<file path="config.mk">
export PLATFORM = sky130hd
export DESIGN_NAME = motor_measurement_readback_regs
export DESIGN_NICKNAME = d
export VERILOG_FILES = /design/src/rtl/readback_pkg.sv /design/src/rtl/slot_lookup_if.sv /design/src/rtl/slot_decode.sv /design/src/rtl/measure_word.sv /design/src/rtl/motor_measurement_readback_regs.sv
export SDC_FILE = /design/constraint.sdc
export NUM_CORES = 1
export LEC_CHECK = 0
export ABC_AREA = 1
export ABC_CLOCK_PERIOD_IN_PS = 1500
export BUFFER_PORTS_ARGS = -buffer_cell sky130_fd_sc_hd__buf_2
export CORE_MARGIN = 4
export CORE_UTILIZATION = 33
export CTS_BUF_LIST = sky130_fd_sc_hd__clkbuf_8
export DETAILED_ROUTE_END_ITERATION = 7
export PLACE_DENSITY = 0.64
export SYNTH_ARGS = -nofsm -noshare
export SYNTH_HDL_FRONTEND = slang
export SYNTH_SLANG_ARGS = --single-unit
</file>
<file path="constraint.sdc">
create_clock -name aclk -period 1.5 [get_ports aclk]
set_input_delay 0.225 -clock aclk [delete_from_list [all_inputs] [get_ports aclk]]
set_output_delay 0.225 -clock aclk [all_outputs]
set_load 0.01 [all_outputs]
</file>
<file path="src/rtl/readback_pkg.sv">
// Shared constants and types for the motor measurement readback register bank
package readback_pkg;

  // ----------------------------------------------------------------------------
  // Bus geometry
  // ----------------------------------------------------------------------------
  localparam int DATA_W = 32;
  localparam int ADDR_W = 13;
  localparam int IDX_W  = 11;
  localparam int CODE_W = 16;

  // ----------------------------------------------------------------------------
  // Register indices as printed; byte address is four times the index
  // ----------------------------------------------------------------------------
  localparam logic [IDX_W-1:0] IDX_PULSE_SPEED   = 11'h196;
  localparam logic [IDX_W-1:0] IDX_SUPPLY_CUR    = 11'h410;
  localparam logic [IDX_W-1:0] IDX_PHASE_ONE     = 11'h440;
  localparam logic [IDX_W-1:0] IDX_PHASE_TWO     = 11'h442;
  localparam logic [IDX_W-1:0] IDX_PHASE_THREE   = 11'h444;
  localparam logic [IDX_W-1:0] IDX_GAIN_CODE     = 11'h468;
  localparam logic [IDX_W-1:0] IDX_RANGE_CODE    = 11'h472;

  localparam logic [ADDR_W-1:0] ADDR_PULSE_SPEED = {IDX_PULSE_SPEED, 2'b00};
  localparam logic [ADDR_W-1:0] ADDR_SUPPLY_CUR  = {IDX_SUPPLY_CUR, 2'b00};
  localparam logic [ADDR_W-1:0] ADDR_PHASE_ONE   = {IDX_PHASE_ONE, 2'b00};
  localparam logic [ADDR_W-1:0] ADDR_PHASE_TWO   = {IDX_PHASE_TWO, 2'b00};
  localparam logic [ADDR_W-1:0] ADDR_PHASE_THREE = {IDX_PHASE_THREE, 2'b00};
  localparam logic [ADDR_W-1:0] ADDR_GAIN_CODE   = {IDX_GAIN_CODE, 2'b00};
  localparam logic [ADDR_W-1:0] ADDR_RANGE_CODE  = {IDX_RANGE_CODE, 2'b00};

  // ----------------------------------------------------------------------------
  // Storage slots: five wide measurement words, then two code words
  // ----------------------------------------------------------------------------
  localparam int NUM_SLOTS = 7;
  localparam int NUM_WIDE  = 5;
  localparam int SLOT_W    = 3;
  localparam logic [SLOT_W-1:0] SLOT_PULSE_SPEED = 3'h0;
  localparam logic [SLOT_W-1:0] SLOT_SUPPLY_CUR  = 3'h1;
  localparam logic [SLOT_W-1:0] SLOT_PHASE_ONE   = 3'h2;
  localparam logic [SLOT_W-1:0] SLOT_PHASE_TWO   = 3'h3;
  localparam logic [SLOT_W-1:0] SLOT_PHASE_THREE = 3'h4;
  localparam logic [SLOT_W-1:0] SLOT_GAIN_CODE   = 3'h5;
  localparam logic [SLOT_W-1:0] SLOT_RANGE_CODE  = 3'h6;

  // ----------------------------------------------------------------------------
  // Reset values and code encodings
  // ----------------------------------------------------------------------------
  localparam logic [DATA_W-1:0] RST_WIDE  = 32'h0000_0000;
  localparam logic [CODE_W-1:0] RST_CODE  = 16'h0000;
  localparam logic [CODE_W-1:0] GAIN_X8   = 16'h0000;
  localparam logic [CODE_W-1:0] GAIN_X4   = 16'h0001;
  localparam logic [CODE_W-1:0] GAIN_X2   = 16'h0002;
  localparam logic [CODE_W-1:0] GAIN_X1   = 16'h0003;
  localparam logic [CODE_W-1:0] RANGE_60V = 16'h0000;
  localparam logic [CODE_W-1:0] RANGE_30V = 16'h0001;
  localparam logic [CODE_W-1:0] RANGE_15V = 16'h0002;

  // ----------------------------------------------------------------------------
  // Bus responses and handshake states
  // ----------------------------------------------------------------------------
  localparam logic [1:0] RESP_OKAY   = 2'h0;
  localparam logic [1:0] RESP_DECERR = 2'h3;

  typedef enum logic [0:0] {WR_COLLECT, WR_RESP} wr_state_type;
  typedef enum logic [0:0] {RD_IDLE, RD_DATA} rd_state_type;

endpackage

</file>
<file path="src/rtl/slot_lookup_if.sv">
// Address-to-slot lookup carrier between the bus front end and its decoder
`timescale 1ns/1ps
`default_nettype none
interface slot_lookup_if;
  import readback_pkg::*;
  logic [ADDR_W-1:0] addr;
  logic              hit;
  logic [SLOT_W-1:0] slot;
  modport requester (output addr, input hit, slot);
  modport decoder   (input addr, output hit, slot);
endinterface
`default_nettype wire

</file>
<file path="src/rtl/slot_decode.sv">
// Byte address decoder mapping the readback word addresses onto storage slots
`timescale 1ns/1ps
`default_nettype none
module slot_decode (
  // Lookup carrier
  slot_lookup_if.decoder lk
);
  import readback_pkg::*;

  // ----------------------------------------------------------------------------
  // Decode; low address bits take part, so a misaligned address misses
  // ----------------------------------------------------------------------------
  always_comb begin
    lk.hit  = 1'b1;
    lk.slot = SLOT_PULSE_SPEED;
    case (lk.addr)
      ADDR_PULSE_SPEED: lk.slot = SLOT_PULSE_SPEED;
      ADDR_SUPPLY_CUR:  lk.slot = SLOT_SUPPLY_CUR;
      ADDR_PHASE_ONE:   lk.slot = SLOT_PHASE_ONE;
      ADDR_PHASE_TWO:   lk.slot = SLOT_PHASE_TWO;
      ADDR_PHASE_THREE: lk.slot = SLOT_PHASE_THREE;
      ADDR_GAIN_CODE:   lk.slot = SLOT_GAIN_CODE;
      ADDR_RANGE_CODE:  lk.slot = SLOT_RANGE_CODE;
      default:          lk.hit  = 1'b0;
    endcase
  end

endmodule
`default_nettype wire

</file>
<file path="src/rtl/measure_word.sv">
// One read-only measurement word, loaded only by the control algorithm
`timescale 1ns/1ps
`default_nettype none
module measure_word #(
  parameter int               WIDTH       = 32,
  parameter logic [WIDTH-1:0] RESET_VALUE = '0,
  parameter logic [WIDTH-1:0] MAX_VALUE   = '1
) (
  // Clock and reset
  input  wire logic             aclk,
  input  wire logic             aresetn,
  // Algorithm update
  input  wire logic             load,
  input  wire logic [WIDTH-1:0] value,
  // Held word
  output logic      [WIDTH-1:0] q
);

  logic [WIDTH-1:0] word_reg;
  logic [WIDTH-1:0] word_next;

  // ----------------------------------------------------------------------------
  // Next value; an out-of-range code is dropped so the field never shows a
  // meaning that the encoding does not define
  // ----------------------------------------------------------------------------
  always_comb begin
    word_next = word_reg;
    if (load && (value <= MAX_VALUE)) begin
      word_next = value;
    end
  end

  // Register, cleared at reset
  always_ff @(posedge aclk) begin
    if (!aresetn) begin
      word_reg <= RESET_VALUE;
    end else begin
      word_reg <= word_next;
    end
  end

  assign q = word_reg;

endmodule
`default_nettype wire

</file>
<file path="src/rtl/motor_measurement_readback_regs.sv">
// Motor measurement readback register bank with an AXI4-Lite slave port
//
// Contract
// Rotor speed from speed pulses is a 32-bit read-only fixed-point word.
// DC supply current is a 32-bit read-only fixed-point word.
// Each of three phase currents has its own 32-bit read-only word.
// Sense gain code: 0 x8, 1 x4, 2 x2, 3 x1 of highest gain.
// Voltage range code: 0 is 60 V, 1 is 30 V, 2 is 15 V.
// The 32-bit speed and current words clear to zero at reset.
// Both 16-bit code words clear to zero at reset.
// Every field holds its printed reset value and is read only.
// Host writes are ignored; only algorithm updates change the contents.
//
// Our own choice: the AXI4-Lite register port.
`timescale 1ns/1ps
`default_nettype none
module motor_measurement_readback_regs (
  // Clock and reset
  input  wire logic                              aclk,
  input  wire logic                              aresetn,
  // AXI4-Lite write address
  input  wire logic [readback_pkg::ADDR_W-1:0]   s_axi_awaddr,
  input  wire logic [2:0]                        s_axi_awprot,
  input  wire logic                              s_axi_awvalid,
  output logic                                   s_axi_awready,
  // AXI4-Lite write data
  input  wire logic [readback_pkg::DATA_W-1:0]   s_axi_wdata,
  input  wire logic [3:0]                        s_axi_wstrb,
  input  wire logic                              s_axi_wvalid,
  output logic                                   s_axi_wready,
  // AXI4-Lite write response
  output logic      [1:0]                        s_axi_bresp,
  output logic                                   s_axi_bvalid,
  input  wire logic                              s_axi_bready,
  // AXI4-Lite read address
  input  wire logic [readback_pkg::ADDR_W-1:0]   s_axi_araddr,
  input  wire logic [2:0]                        s_axi_arprot,
  input  wire logic                              s_axi_arvalid,
  output logic                                   s_axi_arready,
  // AXI4-Lite read data
  output logic      [readback_pkg::DATA_W-1:0]   s_axi_rdata,
  output logic      [1:0]                        s_axi_rresp,
  output logic                                   s_axi_rvalid,
  input  wire logic                              s_axi_rready,
  // Algorithm measurement updates, one load strobe per word
  input  wire logic [readback_pkg::DATA_W-1:0]   pulse_speed_value,
  input  wire logic                              pulse_speed_load,
  input  wire logic [readback_pkg::DATA_W-1:0]   supply_current_value,
  input  wire logic                              supply_current_load,
  input  wire logic [readback_pkg::DATA_W-1:0]   phase_one_value,
  input  wire logic                              phase_one_load,
  input  wire logic [readback_pkg::DATA_W-1:0]   phase_two_value,
  input  wire logic                              phase_two_load,
  input  wire logic [readback_pkg::DATA_W-1:0]   phase_three_value,
  input  wire logic                              phase_three_load,
  input  wire logic [readback_pkg::CODE_W-1:0]   sense_gain_code_value,
  input  wire logic                              sense_gain_code_load,
  input  wire logic [readback_pkg::CODE_W-1:0]   voltage_range_code_value,
  input  wire logic                              voltage_range_code_load
);
  import readback_pkg::*;

  // ----------------------------------------------------------------------------
  // Declarations
  // ----------------------------------------------------------------------------
  logic              slot_load  [NUM_SLOTS];
  logic [DATA_W-1:0] wide_value [NUM_WIDE];
  logic [DATA_W-1:0] slot_q     [NUM_SLOTS];

  // Write channel state
  wr_state_type      wr_state_reg;
  wr_state_type      wr_state_next;
  logic              aw_done_reg;
  logic              aw_done_next;
  logic              w_done_reg;
  logic              w_done_next;
  logic              awready_reg;
  logic              awready_next;
  logic              wready_reg;
  logic              wready_next;
  logic              bvalid_reg;
  logic              bvalid_next;
  logic [1:0]        bresp_reg;
  logic [1:0]        bresp_next;

  // Read channel state
  rd_state_type      rd_state_reg;
  rd_state_type      rd_state_next;
  logic              arready_reg;
  logic              arready_next;
  logic              rvalid_reg;
  logic              rvalid_next;
  logic [1:0]        rresp_reg;
  logic [1:0]        rresp_next;
  logic [DATA_W-1:0] rdata_reg;
  logic [DATA_W-1:0] rdata_next;

  slot_lookup_if wr_lk ();
  slot_lookup_if rd_lk ();

  // ----------------------------------------------------------------------------
  // Address decoders, one per channel so reads and writes never contend
  // ----------------------------------------------------------------------------
  assign wr_lk.addr = s_axi_awaddr;
  assign rd_lk.addr = s_axi_araddr;

  slot_decode u_wr_decode (
    .lk (wr_lk.decoder)
  );

  slot_decode u_rd_decode (
    .lk (rd_lk.decoder)
  );

  // ----------------------------------------------------------------------------
  // Measurement storage
  // ----------------------------------------------------------------------------

  // Gather the algorithm's update strobes; the host bus has no path here
  always_comb begin
    slot_load[SLOT_PULSE_SPEED] = pulse_speed_load;
    slot_load[SLOT_SUPPLY_CUR]  = supply_current_load;
    slot_load[SLOT_PHASE_ONE]   = phase_one_load;
    slot_load[SLOT_PHASE_TWO]   = phase_two_load;
    slot_load[SLOT_PHASE_THREE] = phase_three_load;
    slot_load[SLOT_GAIN_CODE]   = sense_gain_code_load;
    slot_load[SLOT_RANGE_CODE]  = voltage_range_code_load;
    wide_value[0] = pulse_speed_value;
    wide_value[1] = supply_current_value;
    wide_value[2] = phase_one_value;
    wide_value[3] = phase_two_value;
    wide_value[4] = phase_three_value;
  end

  // Five full-width fixed-point words, cleared to zero
  for (genvar i = 0; i < NUM_WIDE; i++) begin : g_wide
    measure_word #(
      .WIDTH       (DATA_W),
      .RESET_VALUE (RST_WIDE),
      .MAX_VALUE   (32'hFFFF_FFFF)
    ) u_word (
      .aclk    (aclk),
      .aresetn (aresetn),
      .load    (slot_load[i]),
      .value   (wide_value[i]),
      .q       (slot_q[i])
    );
  end

  // Sense gain code; codes above the x1 setting are not defined
  logic [CODE_W-1:0] gain_code_q;
  measure_word #(
    .WIDTH       (CODE_W),
    .RESET_VALUE (RST_CODE),
    .MAX_VALUE   (GAIN_X1)
  ) u_gain_code (
    .aclk    (aclk),
    .aresetn (aresetn),
    .load    (slot_load[SLOT_GAIN_CODE]),
    .value   (sense_gain_code_value),
    .q       (gain_code_q)
  );

  // Voltage range code; codes above the 15 V setting are not defined
  logic [CODE_W-1:0] range_code_q;
  measure_word #(
    .WIDTH       (CODE_W),
    .RESET_VALUE (RST_CODE),
    .MAX_VALUE   (RANGE_15V)
  ) u_range_code (
    .aclk    (aclk),
    .aresetn (aresetn),
    .load    (slot_load[SLOT_RANGE_CODE]),
    .value   (voltage_range_code_value),
    .q       (range_code_q)
  );

  // Code words sit in the low half; upper bits read as zero
  assign slot_q[SLOT_GAIN_CODE]  = {16'h0000, gain_code_q};
  assign slot_q[SLOT_RANGE_CODE] = {16'h0000, range_code_q};

  // ----------------------------------------------------------------------------
  // Write channel: address and data taken in either order, then answered.
  // Nothing is stored, so a read-only word cannot be disturbed by software.
  // ----------------------------------------------------------------------------
  always_comb begin
    wr_state_next = wr_state_reg;
    aw_done_next  = aw_done_reg;
    w_done_next   = w_done_reg;
    bvalid_next   = bvalid_reg;
    bresp_next    = bresp_reg;
    case (wr_state_reg)
      WR_COLLECT: begin
        if (s_axi_awvalid && awready_reg) begin
          aw_done_next = 1'b1;
          // Mapped words answer OKAY and keep their value
          bresp_next   = wr_lk.hit ? RESP_OKAY : RESP_DECERR;
        end
        if (s_axi_wvalid && wready_reg) begin
          w_done_next = 1'b1;
        end
        if (aw_done_next && w_done_next) begin
          wr_state_next = WR_RESP;
          bvalid_next   = 1'b1;
        end
      end
      WR_RESP: begin
        if (s_axi_bready) begin
          wr_state_next = WR_COLLECT;
          bvalid_next   = 1'b0;
          aw_done_next  = 1'b0;
          w_done_next   = 1'b0;
        end
      end
      default: begin
        wr_state_next = WR_COLLECT;
        aw_done_next  = 1'b0;
        w_done_next   = 1'b0;
        bvalid_next   = 1'b0;
      end
    endcase
    // Ready is withdrawn once a beat is held, so only one write is in flight
    awready_next = (wr_state_next == WR_COLLECT) && !aw_done_next;
    wready_next  = (wr_state_next == WR_COLLECT) && !w_done_next;
  end

  // Write channel registers
  always_ff @(posedge aclk) begin
    if (!aresetn) begin
      wr_state_reg <= WR_COLLECT;
      aw_done_reg  <= 1'b0;
      w_done_reg   <= 1'b0;
      awready_reg  <= 1'b0;
      wready_reg   <= 1'b0;
      bvalid_reg   <= 1'b0;
      bresp_reg    <= RESP_OKAY;
    end else begin
      wr_state_reg <= wr_state_next;
      aw_done_reg  <= aw_done_next;
      w_done_reg   <= w_done_next;
      awready_reg  <= awready_next;
      wready_reg   <= wready_next;
      bvalid_reg   <= bvalid_next;
      bresp_reg    <= bresp_next;
    end
  end

  // ----------------------------------------------------------------------------
  // Read channel: data is latched at the address handshake, so a word the
  // algorithm updates while rvalid waits does not tear the answer
  // ----------------------------------------------------------------------------
  always_comb begin
    rd_state_next = rd_state_reg;
    rvalid_next   = rvalid_reg;
    rresp_next    = rresp_reg;
    rdata_next    = rdata_reg;
    case (rd_state_reg)
      RD_IDLE: begin
        if (s_axi_arvalid && arready_reg) begin
          rd_state_next = RD_DATA;
          rvalid_next   = 1'b1;
          if (rd_lk.hit) begin
            rdata_next = slot_q[rd_lk.slot];
            rresp_next = RESP_OKAY;
          end else begin
            rdata_next = RST_WIDE;
            rresp_next = RESP_DECERR;
          end
        end
      end
      RD_DATA: begin
        if (s_axi_rready) begin
          rd_state_next = RD_IDLE;
          rvalid_next   = 1'b0;
        end
      end
      default: begin
        rd_state_next = RD_IDLE;
        rvalid_next   = 1'b0;
      end
    endcase
    arready_next = (rd_state_next == RD_IDLE);
  end

  // Read channel registers
  always_ff @(posedge aclk) begin
    if (!aresetn) begin
      rd_state_reg <= RD_IDLE;
      arready_reg  <= 1'b0;
      rvalid_reg   <= 1'b0;
      rresp_reg    <= RESP_OKAY;
      rdata_reg    <= RST_WIDE;
    end else begin
      rd_state_reg <= rd_state_next;
      arready_reg  <= arready_next;
      rvalid_reg   <= rvalid_next;
      rresp_reg    <= rresp_next;
      rdata_reg    <= rdata_next;
    end
  end

  // ----------------------------------------------------------------------------
  // Outputs, all straight from flip-flops
  // ----------------------------------------------------------------------------
  assign s_axi_awready = awready_reg;
  assign s_axi_wready  = wready_reg;
  assign s_axi_bvalid  = bvalid_reg;
  assign s_axi_bresp   = bresp_reg;
  assign s_axi_arready = arready_reg;
  assign s_axi_rvalid  = rvalid_reg;
  assign s_axi_rresp   = rresp_reg;
  assign s_axi_rdata   = rdata_reg;

endmodule
`default_nettype wire

</file>
==> results of run 1 <==
## cells by family (layout without fill, tap and decap cells)
kind of cell	after synthesis	in the layout	synth area share, %
flip-flops	235	235	43.9
AND/OR/NAND/NOR	857	857	35.3
AO/OA/AOI/OAI	250	250	11.9
buffers and inverters	227	697	8.94
## routing by layer
| metal | up-vias | global-route usage, % | part of all wire (%) |
|---|---|---|---|
| met5 | - | 0 | 0 |
| met4 | 0 | 8.47 | 3.7 |
| met3 | 106 | 4.47 | 7.5 |
| met2 | 523 | 36.1 | 46 |
| met1 | 5699 | 28.5 | 42 |
| li1 | 6069 | - | - |
## placed cells by master, fill, tap and decap left out, drive strengths merged
master	count
a211oi	1
a21oi	71
a31oi	1
and2	1
and3	3
buf	354
bufinv	2
clkbuf	54
clkinv	8
clkinvlp	1
dfxtp	235
dlygate4sd3	159
inv	119
nand2	231
nand3	168
nand3b	1
nand4	80
nor2	336
nor3	26
nor3b	3
nor4	7
o2111ai	1
o211ai	3
o21ai	171
o21bai	1
o22ai	1
or2	1
## cell type report
cell class	instances	area share [%]
multi-input cells	1107	33.0
flip-flops and latches	235	30.2
inverters	111	2.74
well taps	435	3.49
repair buffers	514	25.0
clock buffers	53	4.68
clock inverters	19	0.899
## metrics by stage
stage / hold WS (ns) / TNS, ns / cell area [sq um] / setup slack (ns)
floorplan: 0.324 / -1.41 / 10900 / -0.0665
global placement: 0.420 / -12.52 / 13100 / -0.448
detailed placement: 0.426 / -12.87 / 13100 / -0.450
CTS: 0.0120 / 0 / 15500 / 0.0819
global route: 0.0264 / -0.0109 / 15600 / -0.00845
finish: 0.0254 / 0 / 15600 / 0.0624
## synthesized netlist by cell type (all sizes together)
master and n:
o2111ai 1, o211ai 3, a31oi 1, o22ai 1, inv 108, nor3b 3
buf 54, o21bai 1, and2 1, nor3 26, a211oi 1, nand4 80
clkinv 3, nor2 336, nand3 168, o21ai 171, and3 3, dfxtp 235
a21oi 71, clkbuf 62, nand2 231, nand3b 1, nor4 7, or2 1
## worst max-delay path: cells and delay by family
family          cells  cell delay [ns]
buf+inv             3             0.44
simple gates        9             1.09
compound gates      1             0.06
## power breakdown
| group | switching (mW) | internal, mW | leakage (nW) |
|---|---|---|---|
| sequential | 0.171 | 6.58 | 1.94 |
| combinational | 0.990 | 0.930 | 4.81 |
| clock | 2.64 | 3.52 | 0.491 |
| total | 3.80 | 11.0 | 7.24 |
## path summary, 6_finish.rpt
kind                                            start                     end  slack (ns)  cells after the start
worst max-delay path                  s_axi_araddr[3]          s_axi_rdata[7]        0.06                     13
worst min-delay path            phase_three_value[23]  g_wide[4].u_word.q[23]        0.03                      3
worst max register to register          s_axi_arready         s_axi_rdata[19]        0.10                      6
worst min register to register           rd_state_reg            s_axi_rvalid        0.43                      1
## repair_timing
| action | CTS | global route |
|---|---|---|
| endpoints found under the setup margin | 0 | 7 |
| hold buffers | 159 | 0 |
| setup buffers | 0 | 0 |
| endpoints found under the hold margin | 163 | 0 |
| resized for setup | 0 | 7 |
==> impl_metrics.sql, run 1 <==
INSERT INTO impl_metrics (metric_group, metric, value, unit) VALUES
('routing', 'initialDrtViolationCount', '970', ''),
('global_route', 'grt_first_pass_wirelength', '63400', 'um'),
('synth', 'synth_largest_type_area_fraction', '43.9', '%'),
('layout', 'synthToLayoutAreaGrowth', '45.6', '%'),
('cts', 'tritoncts.num_buffers', '42', ''),
('synth', 'synth.yosys.warnings', '0', ''),
('critical_path', 'path_cells', 'buf_2 -> nor2_1 -> nand2_2 -> nor2_2 -> nand2_2 -> buf_12 -> buf_12 -> nand4_1 -> nand3_1 -> nand2_1 -> nand2_1 -> nand3_1 -> a21oi_1', ''),
('synth', 'postSynthRegisterBits', '235', ''),
('cts', 'clock_latency', '0.56', 'ns'),
('timing', 'period_minus_slack', '1.44', 'ns'),
('layout', 'fill_cells', '3090', ''),
('cts', 'clk_path_buf_depth', '3', ''),
('timing', 'fin_worst_skew', '0.0338', 'ns'),
('synth', 'ys_types', '34', ''),
('layout', 'stdcell_count', '2474', ''),
('cts', 'tritoncts', 'yes', ''),
('layout', 'layout-drive-gt1-share', '22.2', '%'),
('global_route', 'total_routing_usage_reported_by_global_routing', '22.0', '%'),
('synth', 'synth_area_leaders', 'sky130_fd_sc_hd__dfxtp_1 (44%), sky130_fd_sc_hd__nor2_1 (12%), sky130_fd_sc_hd__o21ai_0 (8.0%), sky130_fd_sc_hd__nand2_1 (7.9%), sky130_fd_sc_hd__nand3_1 (7.6%)', ''),
('timing', 'final_max_slew_viol_count', '0', ''),
('floorplan', 'dieWidth', '188', 'um'),
('layout', 'post_layout_net_count', '2285', ''),
('timing', 'setup_viol', '0', ''),
('floorplan', 'i_o_pin_cnt', '315', ''),
('global_route', 'antenna_found_initial', '0', ''),
('critical_path', 'critical-path-max-stage-delay', '0.19', 'ns'),
('timing', 'worst-slew-pin-transition', '0.397', 'ns'),
('layout', 'post-route-util', '49.0', '%'),
('routing', 'antenna_left', '0', ''),
('routing', 'routed_wl', '40800', 'um'),
('timing', 'final_hold_viol_count', '0', ''),
('power', 'irDropWorstVdd', '0.000489', 'V'),
('layout', 'largest_register_ffs', '160', ''),
('routing', 'wire_per_inst', '16.5', 'um'),
('cts', 'clock_sink_count', '235', ''),
('cts', 'cts_max_level', '2', ''),
('layout', 'regArea', '4700', 'sq um'),
('global_route', 'pin_count_of_the_biggest_net_entering_global_routing', '67', ''),
('place', 'post-dp-hpwl', '28400', 'um'),
('place', 'gp_routability_congestion', '0.918', ''),
('place', 'port_buffers', '272', ''),
('routing', 'detail_route.first_pass.iterations', '5', ''),
('floorplan', 'std_cell_rows', '65', ''),
('routing', 'post-route-drc-count', '0', ''),
('critical_path', 'critical_path_top_delay_cell', 'sky130_fd_sc_hd__nor2_1', ''),
('synth', 'mappedNetlistArea', '10700', 'sq um'),
('critical_path', 'worst_ep_required_time', '1.92', 'ns'),
('routing', 'vias_per_cell', '5.01', ''),
('synth', 'syn-instance-count', '1569', ''),
('timing', 'fmax', '696', 'MHz'),
('synth', 'synth_nets', '1843', ''),
('global_route', 'grt.overflow.total', '0', ''),
('timing', 'worst_slew_margin_rel', '73.5', '%'),
('cts', 'clock-root-buffer', 'sky130_fd_sc_hd__clkbuf_8', ''),
('floorplan', 'fp.dieH', '188', 'um'),
('critical_path', 'timing_worst_setup_path_type', 'input port to register', ''),
('critical_path', 'crit_path_end_kind', 'register', ''),
('worst_hold_path', 'worstHoldPathType', 'input port to register', ''),
('place', 'placed_cells_incl_taps', '2242', ''),
('layout', 'diodes', '0', ''),
('power', 'powerDensity', '951', 'nW/um^2'),
('floorplan', 'placeableCoreArea', '31800', 'sq um'),
('flow_run', 'maxCapViolations', '0', ''),
('power', 'cellLeakagePower', '7.24', 'nW'),
('global_route', 'via_count_of_the_first_global_routing_pass', '12100', ''),
('status', 'outcome', 'finished clean', ''),
('layout', 'total_area_of_multi_input_combinational_cells', '5150', 'sq um'),
('floorplan', 'start_util', '33.7', '%'),
('synth', 'syn-mean-instance-area', '6.83', 'sq um'),
('synth', 'synth_top_area_cell', 'sky130_fd_sc_hd__dfxtp_1', ''),
('cts', 'clock_pin_slew_worst_setup_and_hold_paths', '0.06', 'ns'),
('critical_path', 'timing.critical_path.from_type', 'input port', ''),
('floorplan', 'floorplan.die_area', '35400', 'sq um'),
('routing', 'route.vias.total', '12400', ''),
('critical_path', 'timing.critical_path.fanout_max', '38', ''),
('critical_path', 'arrival', '1.86', 'ns'),
('power', 'total_power', '14.8', 'mW'),
('synth', 'fraction_of_the_yosys_area_taken_by_sequential_cells', '43.9', '%'),
('timing', 'layout_worst_path_cycle_share', '95.8', '%');
No activity file was read; power rests on OpenSTA's default activity.
==> run 2, diff against run 1 <==
--- a/config.mk
+++ b/config.mk
@@ -6,13 +6,13 @@
 export NUM_CORES = 1
 export LEC_CHECK = 0
 export ABC_AREA = 1
-export ABC_CLOCK_PERIOD_IN_PS = 1500
+export ABC_CLOCK_PERIOD_IN_PS = 1900
 export BUFFER_PORTS_ARGS = -buffer_cell sky130_fd_sc_hd__buf_2
 export CORE_MARGIN = 4
 export CORE_UTILIZATION = 33
 export CTS_BUF_LIST = sky130_fd_sc_hd__clkbuf_8
 export DETAILED_ROUTE_END_ITERATION = 7
-export PLACE_DENSITY = 0.64
+export PLACE_DENSITY = 0.62
 export SYNTH_ARGS = -nofsm -noshare
 export SYNTH_HDL_FRONTEND = slang
 export SYNTH_SLANG_ARGS = --single-unit
==> constraint.sdc (replaced) <==
create_clock -name aclk -period 1.9 [get_ports aclk]
set_input_delay 0.285 -clock aclk [delete_from_list [all_inputs] [get_ports aclk]]
set_output_delay 0.285 -clock aclk [all_outputs]
set_load 0.01 [all_outputs]
==> run 2 against run 1 <==
Critical path depth rose by 1. Setup slack better by 0.15 ns. Global-route usage fell by 0.94 points. Cell count is 2.4% lower. Cell area is 5.3% lower.
==> impl_metrics.sql, run 2 (synthesis gave the netlist of run 1 again) <==
INSERT INTO impl_metrics (metric_group, metric, value, unit) VALUES
('critical_path', 'timing.critical_path.fanout_max', '21', ''),
('place', 'post-place-ws', '-0.339', 'ns'),
('power', 'powerDensity', '767', 'nW/um^2'),
('critical_path', 'worst_ep_required_time', '2.37', 'ns'),
('routing', 'post-route-drc-count', '0', ''),
('layout', 'layout.cells.most_common', 'sky130_fd_sc_hd__nor2_1', ''),
('floorplan', 'i_o_pin_cnt', '315', ''),
('floorplan', 'std_cell_rows', '65', ''),
('routing', 'initialDrtViolationCount', '994', ''),
('routing', 'routed_wl', '39200', 'um'),
('cts', 'clock_sink_count', '235', ''),
('critical_path', 'timing_worst_setup_path_type', 'input port to register', ''),
('timing', 'final_hold_viol_count', '0', ''),
('status', 'outcome', 'finished clean', ''),
('layout', 'post_layout_net_count', '2231', ''),
('layout', 'diodes', '0', ''),
('layout', 'largest_register_ffs', '160', ''),
('global_route', 'grt_first_pass_wirelength', '60600', 'um'),
('power', 'cellLeakagePower', '6.86', 'nW'),
('global_route', 'via_count_of_the_first_global_routing_pass', '11500', ''),
('floorplan', 'floorplan.die_area', '35400', 'sq um'),
('critical_path', 'worst_path_dominant_cell_family', 'simple AND/OR/NAND/NOR gates', ''),
('critical_path', 'critPathBufInv', '4', ''),
('floorplan', 'dieWidth', '188', 'um'),
('timing', 'fin_worst_skew', '0.0304', 'ns'),
('timing', 'layout_worst_path_cycle_share', '89.1', '%'),
('cts', 'clock-root-buffer', 'sky130_fd_sc_hd__clkbuf_8', ''),
('critical_path', 'cpMostUsedCell', 'sky130_fd_sc_hd__nand2_1', ''),
('critical_path', 'critical-path-max-stage-delay', '0.23', 'ns'),
('critical_path', 'critical_path_top_delay_cell', 'sky130_fd_sc_hd__buf_4', ''),
('global_route', 'grt.overflow.total', '0', ''),
('critical_path', 'timing.critical_path.from_type', 'input port', ''),
('timing', 'period_minus_slack', '1.69', 'ns'),
('timing', 'final_max_slew_viol_count', '0', ''),
('global_route', 'total_routing_usage_reported_by_global_routing', '21.0', '%'),
('floorplan', 'fp.dieH', '188', 'um'),
('routing', 'vias_per_cell', '4.96', ''),
('critical_path', 'arrival', '2.16', 'ns'),
('place', 'port_buffers', '272', ''),
('routing', 'route.vias.total', '12000', ''),
('place', 'placedInstanceArea', '12800', 'sq um'),
('global_route', 'pin_count_of_the_biggest_net_entering_global_routing', '141', ''),
('floorplan', 'start_util', '33.7', '%'),
('critical_path', 'path_cells', 'buf_2 -> nor2_1 -> nand2_1 -> buf_4 -> nor2_1 -> nand2_1 -> nand3_2 -> inv_2 -> buf_4 -> nand3_1 -> nand2_1 -> nand2_1 -> nand3_1 -> a21oi_1', ''),
('cts', 'clock_latency', '0.55', 'ns'),
('layout', 'design_area', '14800', 'sq um'),
('timing', 'hold_ws', '0.0205', 'ns'),
('power', 'irDropWorstVdd', '0.000376', 'V'),
('layout', 'synthToLayoutAreaGrowth', '37.9', '%'),
('timing', 'postLayoutSetupSlackWorst', '0.208', 'ns'),
('flow_run', 'maxCapViolations', '0', ''),
('routing', 'antenna_left', '0', ''),
('place', 'gp_routability_congestion', '0.845', ''),
('cts', 'tritoncts.num_buffers', '42', ''),
('global_route', 'antenna_found_initial', '0', ''),
('routing', 'wire_per_inst', '16.2', 'um'),
('place', 'post-dp-hpwl', '27400', 'um'),
('critical_path', 'crit_path_end_kind', 'register', ''),
('layout', 'fill_cells', '3243', ''),
('timing', 'grt_setup_unrepaired', 'false', ''),
('timing', 'worst_slew_margin_rel', '63.8', '%'),
('cts', 'clock_pin_slew_worst_setup_and_hold_paths', '0.06', 'ns'),
('floorplan', 'placeableCoreArea', '31800', 'sq um'),
('timing', 'fmax', '591', 'MHz'),
('timing', 'setup_viol', '0', ''),
('cts', 'cts_max_level', '2', ''),
('cts', 'tritoncts', 'yes', ''),
('routing', 'detail_route.first_pass.iterations', '6', ''),
('worst_hold_path', 'worstHoldPathType', 'input port to register', ''),
('layout', 'top_library_cells_by_usage_in_the_layout_fill_and_taps_aside', 'sky130_fd_sc_hd__nor2_1 (330), sky130_fd_sc_hd__buf_2 (271), sky130_fd_sc_hd__dfxtp_1 (235)', ''),
('layout', 'layout-drive-gt1-share', '21.3', '%'),
('cts', 'clk_path_buf_depth', '3', ''),
('timing', 'worst-slew-pin-transition', '0.543', 'ns');
[run 2: cell count changes in the layout (fill, tap and decap cells not counted), moves of 2 or more]
cell and delta:
sky130_fd_sc_hd__dlygate4sd3_1 -41, sky130_fd_sc_hd__buf_12 -11, sky130_fd_sc_hd__clkinv_2 -4, sky130_fd_sc_hd__nand2_1 +4, sky130_fd_sc_hd__nand3_4 -4, sky130_fd_sc_hd__nor2_1 +4
sky130_fd_sc_hd__nand2_4 -3, sky130_fd_sc_hd__nand3_2 +3, sky130_fd_sc_hd__nor2_4 -3, sky130_fd_sc_hd__inv_6 -2
[run 2: layout make-up]
class                   instances  area, sq um  share of cell area (%)
inverters                     111          422                    2.86
flip-flops and latches        235         4700                    31.9
repair buffers                460         3230                    21.9
multi-input cells            1107         5050                    34.2
clock buffers                  52          716                    4.85
well taps                     435          544                    3.69
clock inverters                14         91.3                   0.619
[run 2: worst reg2reg max path, stage by stage, from the launching register on]
cell and delay (ns):
sky130_fd_sc_hd__dfxtp_1 0.31, sky130_fd_sc_hd__inv_1 0.07, sky130_fd_sc_hd__nand3_1 0.08, sky130_fd_sc_hd__inv_1 0.18
sky130_fd_sc_hd__nand2_2 0.21, sky130_fd_sc_hd__buf_12 0.19, sky130_fd_sc_hd__nor2_1 0.09, sky130_fd_sc_hd__nand2_1 0.06
sky130_fd_sc_hd__a21oi_1 0.13
[run 2: worst paths after layout]
path / start / end / slack [ns] / depth (start not counted)
max: s_axi_araddr[1] / s_axi_rdata[4] / 0.21 / 14
min: phase_one_value[21] / g_wide[2].u_word.q[21] / 0.02 / 3
max reg2reg: rd_state_reg / s_axi_rdata[25] / 0.51 / 8
min reg2reg: rd_state_reg / s_axi_rvalid / 0.44 / 1
[run 2: what timing repair did]
| item | 4_1_cts | 5_1_grt |
|---|---|---|
| resized for setup | 0 | 0 |
| hold buffers | 118 | 0 |
| endpoints found under the hold margin | 117 | 0 |
| buffers inserted | 0 | 0 |
[run 2: power breakdown]
group          internal, mW  switching (mW)
combinational         0.651           0.751
clock                  2.58            2.02
sequential             5.20           0.121
total                  8.42            2.90
[run 2: layer usage]
layer,GRT usage [%],vias to the layer above,wire length (um)
met5,0,-,0
met4,6.38,0,1050
met2,35.1,491,18400
met1,27.8,5458,16800
met3,3.85,72,2860
li1,-,5943,-
[run 2: per-stage QoR]
step / util, % / instances / power (mW) / setup TNS [ns]
detailed placement: 40.2 / 2230 / 6.61 / -8.07
CTS: 46.4 / 2414 / 11.4 / 0
floorplan: - / 1569 / 6.03 / 0
finish: 46.4 / 2414 / 11.3 / 0
global placement: 40.2 / 2230 / 6.59 / -7.28
global route: 46.4 / 2414 / 11.8 / 0
